**config.mk**
```make
export PLATFORM = sky130hd
export DESIGN_NAME = cmb_msg_store
export DESIGN_NICKNAME = d
export VERILOG_FILES = /design/src/cmb_pkg.sv /design/src/cmb_msg_store.sv
export SDC_FILE = /design/constraint.sdc
export NUM_CORES = 2
export LEC_CHECK = 0
export BUFFER_PORTS_ARGS = -buffer_cell sky130_fd_sc_hd__buf_2
export CORE_MARGIN = 1.5
export CORE_UTILIZATION = 57
export CTS_CLUSTER_SIZE = 25
export DETAILED_ROUTE_END_ITERATION = 16
export PLACE_DENSITY = 0.77
export SETUP_SLACK_MARGIN = 0.1
export SYNTH_ARGS = -nofsm -noshare
export SYNTH_HDL_FRONTEND = slang
export SYNTH_SLANG_ARGS = --single-unit
```
**constraint.sdc**
```tcl
create_clock -name sys_clk -period 3.8 [get_ports sys_clk]
set_input_delay 0.38 -clock sys_clk [delete_from_list [all_inputs] [get_ports sys_clk]]
set_output_delay 0.38 -clock sys_clk [all_outputs]
set_load 0.03 [all_outputs]
```
**src/cmb_pkg.sv**
```systemverilog
package cmb_pkg;
   localparam int unsigned CMB_FRAME_BYTES = 13;
   localparam int unsigned CMB_TX_BUFS = 3;
   localparam int unsigned CMB_LOCAL_PRIORITY_FIELD_W = 8;
   localparam logic [7:0] CMB_LOCAL_PRIORITY_FIELD_RESET = 8'h00;
   // register offsets
   localparam logic [7:0] CMB_FOREGROUND_RX_BUFFER_BASE = 8'h00;   // 13 bytes, 0x00..0x0C
   localparam logic [7:0] CMB_RXFLG_OFS = 8'h10;
   localparam logic [7:0] CMB_RXIE_OFS = 8'h11;
   localparam logic [7:0] CMB_TXFLG_OFS = 8'h12;
   localparam logic [7:0] CMB_TXCTL_OFS = 8'h13;
   localparam logic [7:0] CMB_CTL_OFS = 8'h14;
   localparam logic [7:0] CMB_TXB_BASE = 8'h20;    // buffer n at 0x20 + 0x10*n
   localparam logic [7:0] CMB_TXB_STRIDE = 8'h10;
   localparam logic [3:0] CMB_TXB_LOCAL_PRIORITY_FIELD_IDX = 4'hD;
   // rx flag register fields
   localparam int unsigned CMB_RXF_BIT = 0;
   localparam int unsigned CMB_OVR_BIT = 1;
   // control register fields
   localparam int unsigned CMB_LOOP_BIT = 0;
   localparam logic [7:0] CMB_RXIE_RESET = 8'h00;
   localparam logic [7:0] CMB_TXFLG_RESET = 8'h07;
   localparam logic [7:0] CMB_CTL_RESET = 8'h00;

   typedef logic [CMB_FRAME_BYTES*8-1:0] cmb_frame_t;

   typedef struct packed {
      logic [7:0] addr;
      logic [7:0] wdata;
      logic wr;
      logic rd;
   } cmb_bus_req_t;

   // protocol engine view of one frame on the bus
   typedef struct packed {
      logic byte_vld;    // one received frame byte
      logic [3:0] byte_idx;
      logic [7:0] byte_val;
      logic frame_ok;    // end of frame reached without error
      logic accepted;    // filter verdict for this frame
      logic own;         // frame was sent by this node
      logic arb_lost;
   } cmb_rx_evt_t;

   typedef struct packed {
      logic arb_start;   // engine about to arbitrate
      logic tx_done;     // selected buffer sent successfully
      logic tx_busy;     // selected buffer on the bus
   } cmb_tx_evt_t;
endpackage : cmb_pkg

```
**src/cmb_msg_store.sv**
```systemverilog
// Behaviour
// - transmit pin low means dominant, high recessive; receive pin is input.
// - received frames pass a background then foreground two-stage buffer.
// - each receive buffer holds thirteen bytes of control, identifier, data.
// - rx full flag set while foreground holds accepted good frame.
// - every incoming frame overwrites background, regardless of filter result, except while both buffers are full.
// - accepted frame with full flag clear copies to foreground, sets flag.
// - next frame may be received right after the inter-frame space.
// - own frames outside loop-back stay in background, no ack, no flag.
// - in loop-back own frames handled like any received frame.
// - after lost arbitration the winning frame is received normally.
// - both buffers full and new accepted frame: discard, flag overrun.
// - while both buffers full, transmit continues, incoming frames dropped.
// - three transmit buffers, thirteen bytes plus eight-bit local priority.
// - successful transmit sets that buffer's empty flag.
// - lowest local priority value among pending buffers is sent first.
// - selection reruns at every arbitration, including error retries.
// - a frame already on the bus is never aborted.
// - abort request, when possible, sets abort acknowledge and empty flag.
// - abort acknowledge reads one after abort, zero after transmission.
// - flags clear by writing one; writing zero leaves them.
// - a flag stays set while its setting condition persists.
//
// Design decisions made here: the address-and-strobe port and the address map.
module cmb_msg_store
   import cmb_pkg::*;
#(
   parameter int unsigned TX_BUFS = CMB_TX_BUFS
) (
   input wire logic sys_clk,             // 100 MHz clock
   input wire logic reset,               // synchronous, active high
   input wire cmb_bus_req_t bus_req,     // register port request
   output logic [7:0] bus_rdata,         // read data, cycle after rd
   input wire logic bus_receive_pin,     // bus level from transceiver
   input wire logic engine_tx_bit,       // bit from protocol engine, 0 dominant
   input wire logic engine_tx_active,    // engine is driving a frame
   output logic bus_transmit_pin,        // to transceiver
   output logic engine_rx_bit,           // bus level to engine
   input wire cmb_rx_evt_t rx_evt,       // receive events from engine
   input wire cmb_tx_evt_t tx_evt,       // transmit events from engine
   output logic ack_enable,              // engine may acknowledge this frame
   output logic tx_pending,              // some buffer scheduled
   output logic [1:0] tx_sel,            // buffer chosen at arbitration
   output logic [7:0] tx_byte,           // byte of selected buffer
   input wire logic [3:0] tx_byte_idx,   // byte index asked by engine
   output logic loopback,                // loop-back mode to engine
   output logic rx_irq_req,              // receive event, masked by rxie
   output logic tx_irq_req,              // transmit event, unmasked
   output logic ovr_irq_req              // overrun event, masked by rxie
);
   logic [7:0] bg_q [CMB_FRAME_BYTES];
   logic [7:0] bg_d [CMB_FRAME_BYTES];
   logic [7:0] fg_q [CMB_FRAME_BYTES];
   logic [7:0] fg_d [CMB_FRAME_BYTES];
   logic [7:0] txb_q [TX_BUFS][CMB_FRAME_BYTES];
   logic [7:0] txb_d [TX_BUFS][CMB_FRAME_BYTES];
   logic [7:0] local_priority_field_q [TX_BUFS];
   logic [7:0] local_priority_field_d [TX_BUFS];
   logic rxf_q;
   logic rxf_d;
   logic ovr_q;
   logic ovr_d;
   logic bg_full_q;
   logic bg_full_d;
   logic [TX_BUFS-1:0] txe_q;
   logic [TX_BUFS-1:0] txe_d;
   logic [TX_BUFS-1:0] abort_request_q;
   logic [TX_BUFS-1:0] abort_request_d;
   logic [TX_BUFS-1:0] abort_acknowledge_q;
   logic [TX_BUFS-1:0] abort_acknowledge_d;
   logic [7:0] rxie_q;
   logic [7:0] rxie_d;
   logic [7:0] ctl_q;
   logic [7:0] ctl_d;
   logic [7:0] rdata_q;
   logic [7:0] rdata_d;
   logic [1:0] sel_q;
   logic [1:0] sel_d;
   logic busy_q;
   logic busy_d;

   function automatic logic take_frame(input cmb_rx_evt_t e, input logic lb);
      take_frame = !e.own || lb || e.arb_lost;
   endfunction : take_frame

   // one window of sixteen addresses per transmit buffer
   function automatic logic txb_hit(input logic [7:0] addr, input int unsigned n);
      txb_hit = addr[7:4] == (CMB_TXB_BASE[7:4] + 4'(n));
   endfunction : txb_hit

   assign loopback = ctl_q[CMB_LOOP_BIT];
   // loop-back closes the pin internally and holds the bus recessive
   assign bus_transmit_pin = loopback ? 1'b1 : (engine_tx_active ? engine_tx_bit : 1'b1);
   assign engine_rx_bit = loopback ? engine_tx_bit : bus_receive_pin;
   assign ack_enable = take_frame(rx_evt, loopback);
   assign tx_pending = |(~txe_q);
   assign tx_sel = sel_q;
   assign tx_byte = txb_q[sel_q][tx_byte_idx];
   assign bus_rdata = rdata_q;

   always_comb begin
      logic good;
      logic [7:0] best;
      logic [1:0] bi;
      logic found;
      logic [7:0] a;
      logic [3:0] ti;
      good = 1'b0;
      best = 8'hFF;
      bi = 2'h0;
      found = 1'b0;
      a = bus_req.addr;
      ti = 4'h0;
      bg_d = bg_q;
      fg_d = fg_q;
      txb_d = txb_q;
      local_priority_field_d = local_priority_field_q;
      rxf_d = rxf_q;
      ovr_d = ovr_q;
      bg_full_d = bg_full_q;
      txe_d = txe_q;
      abort_request_d = abort_request_q;
      abort_acknowledge_d = abort_acknowledge_q;
      rxie_d = rxie_q;
      ctl_d = ctl_q;
      sel_d = sel_q;
      busy_d = busy_q;
      rdata_d = 8'h00;
      rx_irq_req = 1'b0;
      tx_irq_req = 1'b0;
      ovr_irq_req = 1'b0;

      // software writes first; hardware sets below override them
      if (bus_req.wr) begin
         if (a < CMB_FRAME_BYTES[7:0]) begin
            // foreground is read-only to software
         end else if (a == CMB_RXFLG_OFS) begin
            if (bus_req.wdata[CMB_RXF_BIT]) begin
               rxf_d = 1'b0;
            end
            if (bus_req.wdata[CMB_OVR_BIT]) begin
               ovr_d = 1'b0;
            end
         end else if (a == CMB_RXIE_OFS) begin
            rxie_d = bus_req.wdata;
         end else if (a == CMB_TXFLG_OFS) begin
            for (int i = 0; i < TX_BUFS; i++) begin
               if (bus_req.wdata[i] && txe_q[i] && !abort_request_q[i]) begin
                  txe_d[i] = 1'b0;
                  abort_acknowledge_d[i] = 1'b0;
               end
            end
         end else if (a == CMB_TXCTL_OFS) begin
            for (int i = 0; i < TX_BUFS; i++) begin
               abort_request_d[i] = bus_req.wdata[i] && !txe_q[i];
            end
         end else if (a == CMB_CTL_OFS) begin
            ctl_d = bus_req.wdata;
         end else if (a >= CMB_TXB_BASE) begin
            ti = a[3:0];
            for (int i = 0; i < TX_BUFS; i++) begin
               if (txb_hit(a, i)) begin
                  if (ti < CMB_FRAME_BYTES[3:0]) begin
                     txb_d[i][ti] = bus_req.wdata;
                  end else if (ti == CMB_TXB_LOCAL_PRIORITY_FIELD_IDX) begin
                     local_priority_field_d[i] = bus_req.wdata;
                  end
               end
            end
         end
      end

      if (bus_req.rd) begin
         if (a < CMB_FRAME_BYTES[7:0]) begin
            rdata_d = fg_q[a[3:0]];
         end else if (a == CMB_RXFLG_OFS) begin
            rdata_d = {6'h00, ovr_q, rxf_q};
         end else if (a == CMB_RXIE_OFS) begin
            rdata_d = rxie_q;
         end else if (a == CMB_TXFLG_OFS) begin
            rdata_d = {1'b0, 3'(abort_acknowledge_q), 1'b0, 3'(txe_q)};
         end else if (a == CMB_TXCTL_OFS) begin
            rdata_d = {5'h00, 3'(abort_request_q)};
         end else if (a == CMB_CTL_OFS) begin
            rdata_d = ctl_q;
         end else if (a >= CMB_TXB_BASE) begin
            ti = a[3:0];
            for (int i = 0; i < TX_BUFS; i++) begin
               if (txb_hit(a, i)) begin
                  if (ti < CMB_FRAME_BYTES[3:0]) begin
                     rdata_d = txb_q[i][ti];
                  end else if (ti == CMB_TXB_LOCAL_PRIORITY_FIELD_IDX) begin
                     rdata_d = local_priority_field_q[i];
                  end
               end
            end
         end
      end

      // background is written by every frame, filter or not, except while both buffers are full
      if (rx_evt.byte_vld && rx_evt.byte_idx < CMB_FRAME_BYTES[3:0]) begin
         if (!(bg_full_q && rxf_q)) begin
            bg_d[rx_evt.byte_idx] = rx_evt.byte_val;
         end
      end
      if (rx_evt.frame_ok) begin
         good = rx_evt.accepted && take_frame(rx_evt, loopback);
         if (good) begin
            if (bg_full_q && rxf_q) begin
               ovr_d = 1'b1;
               ovr_irq_req = 1'b1;
            end else if (!rxf_q) begin
               fg_d = bg_d;
               rxf_d = 1'b1;
               rx_irq_req = 1'b1;
               bg_full_d = 1'b0;
            end else begin
               bg_full_d = 1'b1;
            end
         end
      end
      // a held background frame moves up once software frees foreground
      if (bg_full_q && !rxf_d) begin
         fg_d = bg_q;
         rxf_d = 1'b1;
         rx_irq_req = 1'b1;
         bg_full_d = 1'b0;
      end

      // selection repeated at each arbitration
      if (tx_evt.arb_start) begin
         for (int i = 0; i < TX_BUFS; i++) begin
            if (!txe_q[i] && (!found || local_priority_field_q[i] < best)) begin
               best = local_priority_field_q[i];
               bi = 2'(i);
               found = 1'b1;
            end
         end
         sel_d = bi;
      end
      busy_d = tx_evt.tx_busy;
      for (int i = 0; i < TX_BUFS; i++) begin
         if (tx_evt.tx_done && sel_q == 2'(i) && !txe_q[i]) begin
            txe_d[i] = 1'b1;
            abort_acknowledge_d[i] = 1'b0;
            abort_request_d[i] = 1'b0;
            tx_irq_req = 1'b1;
         end else if (abort_request_q[i] && !txe_q[i] && !(busy_q && sel_q == 2'(i))) begin
            txe_d[i] = 1'b1;
            abort_acknowledge_d[i] = 1'b1;
            abort_request_d[i] = 1'b0;
            tx_irq_req = 1'b1;
         end
      end
      rx_irq_req = rx_irq_req && rxie_q[CMB_RXF_BIT];
      ovr_irq_req = ovr_irq_req && rxie_q[CMB_OVR_BIT];
   end

   always_ff @(posedge sys_clk) begin
      if (reset) begin
         for (int j = 0; j < CMB_FRAME_BYTES; j++) begin
            bg_q[j] <= 8'h00;
            fg_q[j] <= 8'h00;
            for (int i = 0; i < TX_BUFS; i++) begin
               txb_q[i][j] <= 8'h00;
            end
         end
         for (int i = 0; i < TX_BUFS; i++) begin
            local_priority_field_q[i] <= CMB_LOCAL_PRIORITY_FIELD_RESET;
         end
         rxf_q <= 1'b0;
         ovr_q <= 1'b0;
         bg_full_q <= 1'b0;
         txe_q <= CMB_TXFLG_RESET[TX_BUFS-1:0];
         abort_request_q <= '0;
         abort_acknowledge_q <= '0;
         rxie_q <= CMB_RXIE_RESET;
         ctl_q <= CMB_CTL_RESET;
         rdata_q <= 8'h00;
         sel_q <= 2'h0;
         busy_q <= 1'b0;
      end else begin
         bg_q <= bg_d;
         fg_q <= fg_d;
         txb_q <= txb_d;
         local_priority_field_q <= local_priority_field_d;
         rxf_q <= rxf_d;
         ovr_q <= ovr_d;
         bg_full_q <= bg_full_d;
         txe_q <= txe_d;
         abort_request_q <= abort_request_d;
         abort_acknowledge_q <= abort_acknowledge_d;
         rxie_q <= rxie_d;
         ctl_q <= ctl_d;
         rdata_q <= rdata_d;
         sel_q <= sel_d;
         busy_q <= busy_d;
      end
   end
endmodule : cmb_msg_store

```
# ---- Word-level counts from Yosys, hierarchy flattened
# Cells that the tools add are included.
dict set report classes {
  n_lt_le_gt_ge 12
  eq_ne 22
  muxes 104
  bitwise_logic 14
  n_reduce_logical 89
}
# op count
set ops {}
lappend ops {{104-bit two-way mux} 9}
lappend ops {{104-bit bitwise mux} 4}
lappend ops {{8-bit two-way mux} 32}
lappend ops {{104-bit binary-select mux with 2-bit select} 1}
lappend ops {{8-bit binary-select mux with 4-bit select} 5}
lappend ops {{8-bit demux with 4-bit select} 2}
lappend ops {{1-bit two-way mux} 45}
lappend ops {{6-bit AND reduction} 7}
lappend ops {{8-bit by 5-bit equality test with 1-bit output (second input constant)} 5}
lappend ops {{1-bit logical AND} 34}
lappend ops {{11-bit AND reduction} 3}
lappend ops {{10-bit AND reduction} 3}
lappend ops {{2-bit by 1-bit != test with 1-bit output (second input constant)} 11}
lappend ops {{2-bit nonzero test} 11}
lappend ops {{8-bit less-than comparator} 2}
lappend ops {{5-bit >= comparator (second input constant)} 3}
lappend ops {{3-bit two-way mux} 5}
lappend ops {{4-bit inverter with 5-bit output} 3}
lappend ops {{1-bit zero test} 13}
lappend ops {{3-bit OR reduction} 4}
lappend ops {{5-bit by 1-bit less-than comparator with 1-bit output (second input constant)} 2}
lappend ops {{2-bit OR reduction} 5}
lappend ops {{1-bit inverter} 9}
lappend ops {{4-bit by 2-bit equality test with 1-bit output (second input constant)} 2}
lappend ops {{other kinds (16)} 21}
dict set report word_totals {
  ff_bits 583
  output_inout_bits 26
}

# ---- Logic depth before layout (Yosys ltp)
dict set report depth {
  word_depth 19
  mapped_depth 17
  depth_no_buf 15
}

# ---- Worst setup path after synthesis
# OpenSTA, ideal clock, no wires.
dict set report synth_path {
  path_type {register -> register}
  start {reg txe_q[0]}
  end {reg sel_q[0] (netlist: tx_sel[0])}
  setup_time_ps 127
  t_arrival_ps 3488
  path_slack_ps 185
  stages_incl_launch_ff 16
  path_buffers 2
  path_cell_list {dfxtp_1 clkbuf_1 nor2_1 ha_1 o2111ai_1 nor2_1 o21ai_0 a22oi_1 clkbuf_1 o21ai_0 ha_1 a21o_1 a221o_1 a211oi_1 nor3_1 or3_1}
}
dict set report synth_between {
  elab_chain_cells 11
  elab_cells_between_ends 18
}
# item line
set synth_lines {}
lappend synth_lines {{start, declared} cmb_msg_store.sv:65} ;# logic [TX_BUFS-1:0] txe_q;
lappend synth_lines {{start signal, assigned} cmb_msg_store.sv:274} ;# txe_q <= CMB_TXFLG_RESET[TX_BUFS-1:0];
lappend synth_lines {{start signal, assigned} cmb_msg_store.sv:290} ;# txe_q <= txe_d;
lappend synth_lines {{8-bit two-way mux or 1-bit two-way mux (tied branches)} cmb_msg_store.sv:233} ;# if (!txe_q[i] && (!found || local_priority_field_q[i] < best)) begin
lappend synth_lines {{8-bit two-way mux or 1-bit two-way mux (tied branches)} cmb_msg_store.sv:231} ;# if (tx_evt.arb_start) begin
lappend synth_lines {{8-bit less-than comparator or 1-bit zero test (tied branches)} cmb_msg_store.sv:233}
lappend synth_lines {{1-bit logical OR} cmb_msg_store.sv:233}
lappend synth_lines {{1-bit logical AND} cmb_msg_store.sv:233}
lappend synth_lines {{8-bit two-way mux or 1-bit two-way mux (tied branches)} cmb_msg_store.sv:233}
lappend synth_lines {{8-bit two-way mux or 1-bit two-way mux (tied branches)} cmb_msg_store.sv:231}
lappend synth_lines {{8-bit less-than comparator or 1-bit zero test (tied branches)} cmb_msg_store.sv:233}
lappend synth_lines {{1-bit logical OR} cmb_msg_store.sv:233}
lappend synth_lines {{1-bit logical AND} cmb_msg_store.sv:233}
lappend synth_lines {{2-bit two-way mux *} cmb_msg_store.sv:233}
lappend synth_lines {{end signal, assigned} cmb_msg_store.sv:296} ;# sel_q <= sel_d;
lappend synth_lines {{end, declared} cmb_msg_store.sv:77} ;# logic [1:0] sel_q;
# Every way passes the cells marked *; elsewhere a longest branch is shown, timed or not. The select of a mux whose other input is x is not followed.
# A chain may end at the register's enable or synchronous reset.

# ---- Final worst setup path
dict set report layout_path {
  start {reg sel_q[0] (netlist: tx_sel[0])}
  end {out tx_byte[5]}
}
dict set report layout_between {
  elab_chain_cells 7
}
# item line
set layout_lines {}
lappend layout_lines {{2-bit inverter with 3-bit output (not written as such)} cmb_msg_store.sv:98} ;# assign tx_byte = txb_q[sel_q][tx_byte_idx];
lappend layout_lines {{104-bit binary-select mux with 2-bit select} cmb_msg_store.sv:98}
lappend layout_lines {{104-bit two-way mux (not written as such) (2 in series)} cmb_msg_store.sv:98}
lappend layout_lines {{8-bit binary-select mux with 4-bit select} cmb_msg_store.sv:98}
lappend layout_lines {{8-bit two-way mux (not written as such) (2 in series)} cmb_msg_store.sv:98}
lappend layout_lines {{end, declared} cmb_msg_store.sv:44} ;# output logic [7:0] tx_byte,
# No other way between the ends. The select of a mux whose other input is x is not followed.

==> impl_metrics.toml <==
[die]
initial_core_util_pct = 57.7
ios = 73
floorplan.rows = 82
core_area_um2 = 50100
die-area_um2 = 52100
die_width_um = 228
die_y_um = 228

[setup_path]
crit_arrival_ns = 3.27
crit_cells = 7
critPathBufInv = 2
critPathSlowestCell = "o31ai_1"
crit_path_frequent_cell = "o31ai_1"
worstSetupPathType = "register to output port"
worst-r2r-cell-count = 13
end_kind = "output port"
path_cells = "buf_4, mux2_2, a221oi_1, a211oi_1, o31ai_1, o31ai_1, buf_2"
start_kind = "register"
reg2reg_to = "tx_sel[0]$_SDFFE_PP0P_"
worstReg2RegStart = "txe_q[0]$_SDFFE_PP1P_"
critPathMaxFanout = 16
cp.required_ns = 3.42
critical_path.max_stage_delay_ns = 0.57
r2r_slack_ns = 0.33
crit_family = "compound AO/OA/AOI/OAI gates"

[route]
wl_um = 101000
drc = 0
drt-initial-drc-count = 4107
ant_nets = 0
post_drt_wl_per_cell_um = 26.5
vias_per_cell = 6.87
dr.pass1.iters = 10
vias = 26237

[timing]
setup_viol = 0
worst_slew_pin_slew_ns = 1.31
fin_crit_ns = 3.65
period_share_pct = 96.2
drv_slew = 0
timing.fmax_mhz = 274
relSlewSlack_pct = 13.0
rsz0062_at_grt = "true"
timing.setup.tns_ns = 0
clock-skew-final_ns = 0.0223
finalHoldViolCount = 0

[power]
clockPowerShare_pct = 46.8
power.density_nw_per_um2 = 420
p_int_mw = 10.2
p_leak_nw = 11.7
seq_power_share_pct = 45.7
swShare_pct = 24.5
comb_power_share_pct = 7.5
power_switching_mw = 3.30
vdd_drop_max_v = 0.000419

[hold_path]
holdPathStages = 3
hold_path_end = "tx_sel[1]$_SDFFE_PP0P_"
min_from = "tx_evt[2]"
hp-class = "input port to register"

[synth]
synth_area_leaders = "dfxtp_1 (40%), mux2i_1 (15%), nor2_1 (6.4%)"
synthesis.area_um2 = 28900
ys_ff_latch = 583
synth.largest_area_cell = "dfxtp_1"
synth-main-ff-cell = "dfxtp_1"
synth.avg_cell_area_um2 = 9.19
syn-num-nets = 3207
synth_cell_types = 75
synth_top_area_share_pct = 40.4
synth_common_cells = "dfxtp_1 (583), nor2_1 (495), mux2i_1 (438), nand2_1 (220), a21oi_1 (202)"
seq_area_frac_synth_pct = 40.4
synth-edff-count = 0
synthCells = 3146
synth-async-reset-ratio_pct = 0
synth.most_common_cell = "dfxtp_1"
yosysWarnings = 0

[cts]
cts_tree = "built"
clock_sinks = 583
cts_buffer_depth = 3
numCtsBuffers = 59
clk_pin_slew_ns = 0.06
root_buffer = "clkbuf_16"
htree_levels = 2
clk_latency_ns = 0.64

[place]
dp_cells = 3707
post-dp-hpwl_um = 68300
numPortBuffers = 72
globalplace.congestion = 0.991

[grt]
grt_use_total_pct = 37.5
grt_start_max_net_pins = 217
grt_first_pass_wirelength_um = 152000
antenna_found_initial = 11
grt_pass1_vias = 24652
grt_overflow = 0

[finish]
nets = 3160
drive_above_1_share_pct = 15.2
syn_to_final_growth_pct = 10.9
final_cells = 3821

[status]
outcome = "finished, final reports clean"

[flow_run]
cap_violations = 0
## power groups by stage
stage | Sequential (mW) | Combinational (mW) | Clock, mW
after CTS | 6.16 | 0.971 | 6.32
final | 6.16 | 1.00 | 6.30
after global routing | 6.16 | 1.04 | 6.55
after detailed placement | 6.30 | 0.965 | 0
after global placement | 6.29 | 0.951 | 0
after floorplan | 6.29 | 0.629 | 0
## kinds of logic after synthesis
family	synth area share [%]
flops	40.4
simple gates	14.1
compound gates	16.7
fa+ha+maj	0.606
mux	23.7
buf+inv	4.48
## worst max-delay path by stage
stage	from	endpoint	slack, ns
finish	tx_sel[0]$_SDFFE_PP0P_	tx_byte[5]	0.15
global route	tx_sel[1]$_SDFFE_PP0P_	tx_byte[7]	0.09
CTS	tx_sel[0]$_SDFFE_PP0P_	tx_byte[6]	0.10
detailed placement	txe_q[0]$_SDFFE_PP1P_	tx_sel[0]$_SDFFE_PP0P_	0.11
global placement	txe_q[0]$_SDFFE_PP1P_	tx_sel[0]$_SDFFE_PP0P_	0.1
floorplan	txe_q[0]$_SDFFE_PP1P_	tx_sel[0]$_SDFFE_PP0P_	0.18
## area by class of cell
| type | instances | area [um2] |
|---|---|---|
| diodes | 3 | 7.51 |
| clock buffers | 84 | 1730 |
| clock inverters | 24 | 364 |
| fillers | 4132 | 18000 |
| inverters | 13 | 48.8 |
| multi-input cells | 2254 | 16000 |
| flip-flops and latches | 583 | 11700 |
| well taps | 672 | 841 |
| repair buffers | 188 | 1390 |
## state kept, by name, indices dropped and copies added (netlist names)
name and count:
txb_q 312, bg_q 104, fg_q 104, local_priority_field_q 24
bus_rdata 8, ctl_q 8, rxie_q 8, abort_acknowledge_q 3
abort_request_q 3, txe_q 3, tx_sel 2, bg_full_q 1
busy_q 1, ovr_q 1, rxf_q 1
## worst register-to-register path, cell delays in order, from the launching register on
cell,delay (ns)
dfxtp_2,0.45
nor2_1,0.10
ha_1,0.23
or3_1,0.35
o21ai_0,0.24
a22oi_1,0.13
buf_4,0.18
o21ai_0,0.18
ha_1,0.28
a21o_1,0.16
a221o_1,0.31
a211oi_1,0.31
nor3_1,0.09
or3_1,0.34
## metrics by stage
step	power, mW	util [%]	hold WS [ns]	worst slack (ns)	area, um2
6_report	13.5	64.0	0.0790	0.146	32000
5_1_grt	13.7	64.0	0.0844	0.0892	32000
4_1_cts	13.4	63.9	0.0642	0.100	32000
3_5_place_dp	7.26	59.7	0.452	0.107	29900
3_3_place_gp	7.25	59.7	0.447	0.0951	29900
2_1_floorplan	6.92	-	0.436	0.185	28900
## routing by layer
metal	part of all wire [%]	GRT usage, %	vias up
li1	-	-	11456
met1	38	48.0	12662
met2	44	58.1	1748
met3	11	8.44	359
met4	6.3	21.9	12
met5	0.080	0	-
## cells in the final DEF (no fill, tap or decap), drive strengths merged, types with 10 or more instances in the layout
cell type    n
clkbuf      85
mux2i      438
a21oi      203
nor3        30
ha          14
buf        186
o31ai       10
a221o       13
dfxtp      583
clkinv      11
o211ai      32
mux4        82
a222oi      46
a22oi       73
nand3      100
a211oi      33
a31oi       13
mux2        56
nor2       504
nand2b      12
nand2      221
nor2b       14
o22ai       76
o21ai      116
inv         14
a221oi      31
## repair_timing
item,4_1_cts,5_1_grt
setup buffers,0,1
gates resized for setup,1,3
endpoints found under the hold margin,1,0
hold buffers,1,0
setup endpoints to repair,1,8
cloned,0,1
Note: power is estimated with default switching activity, not from simulation.
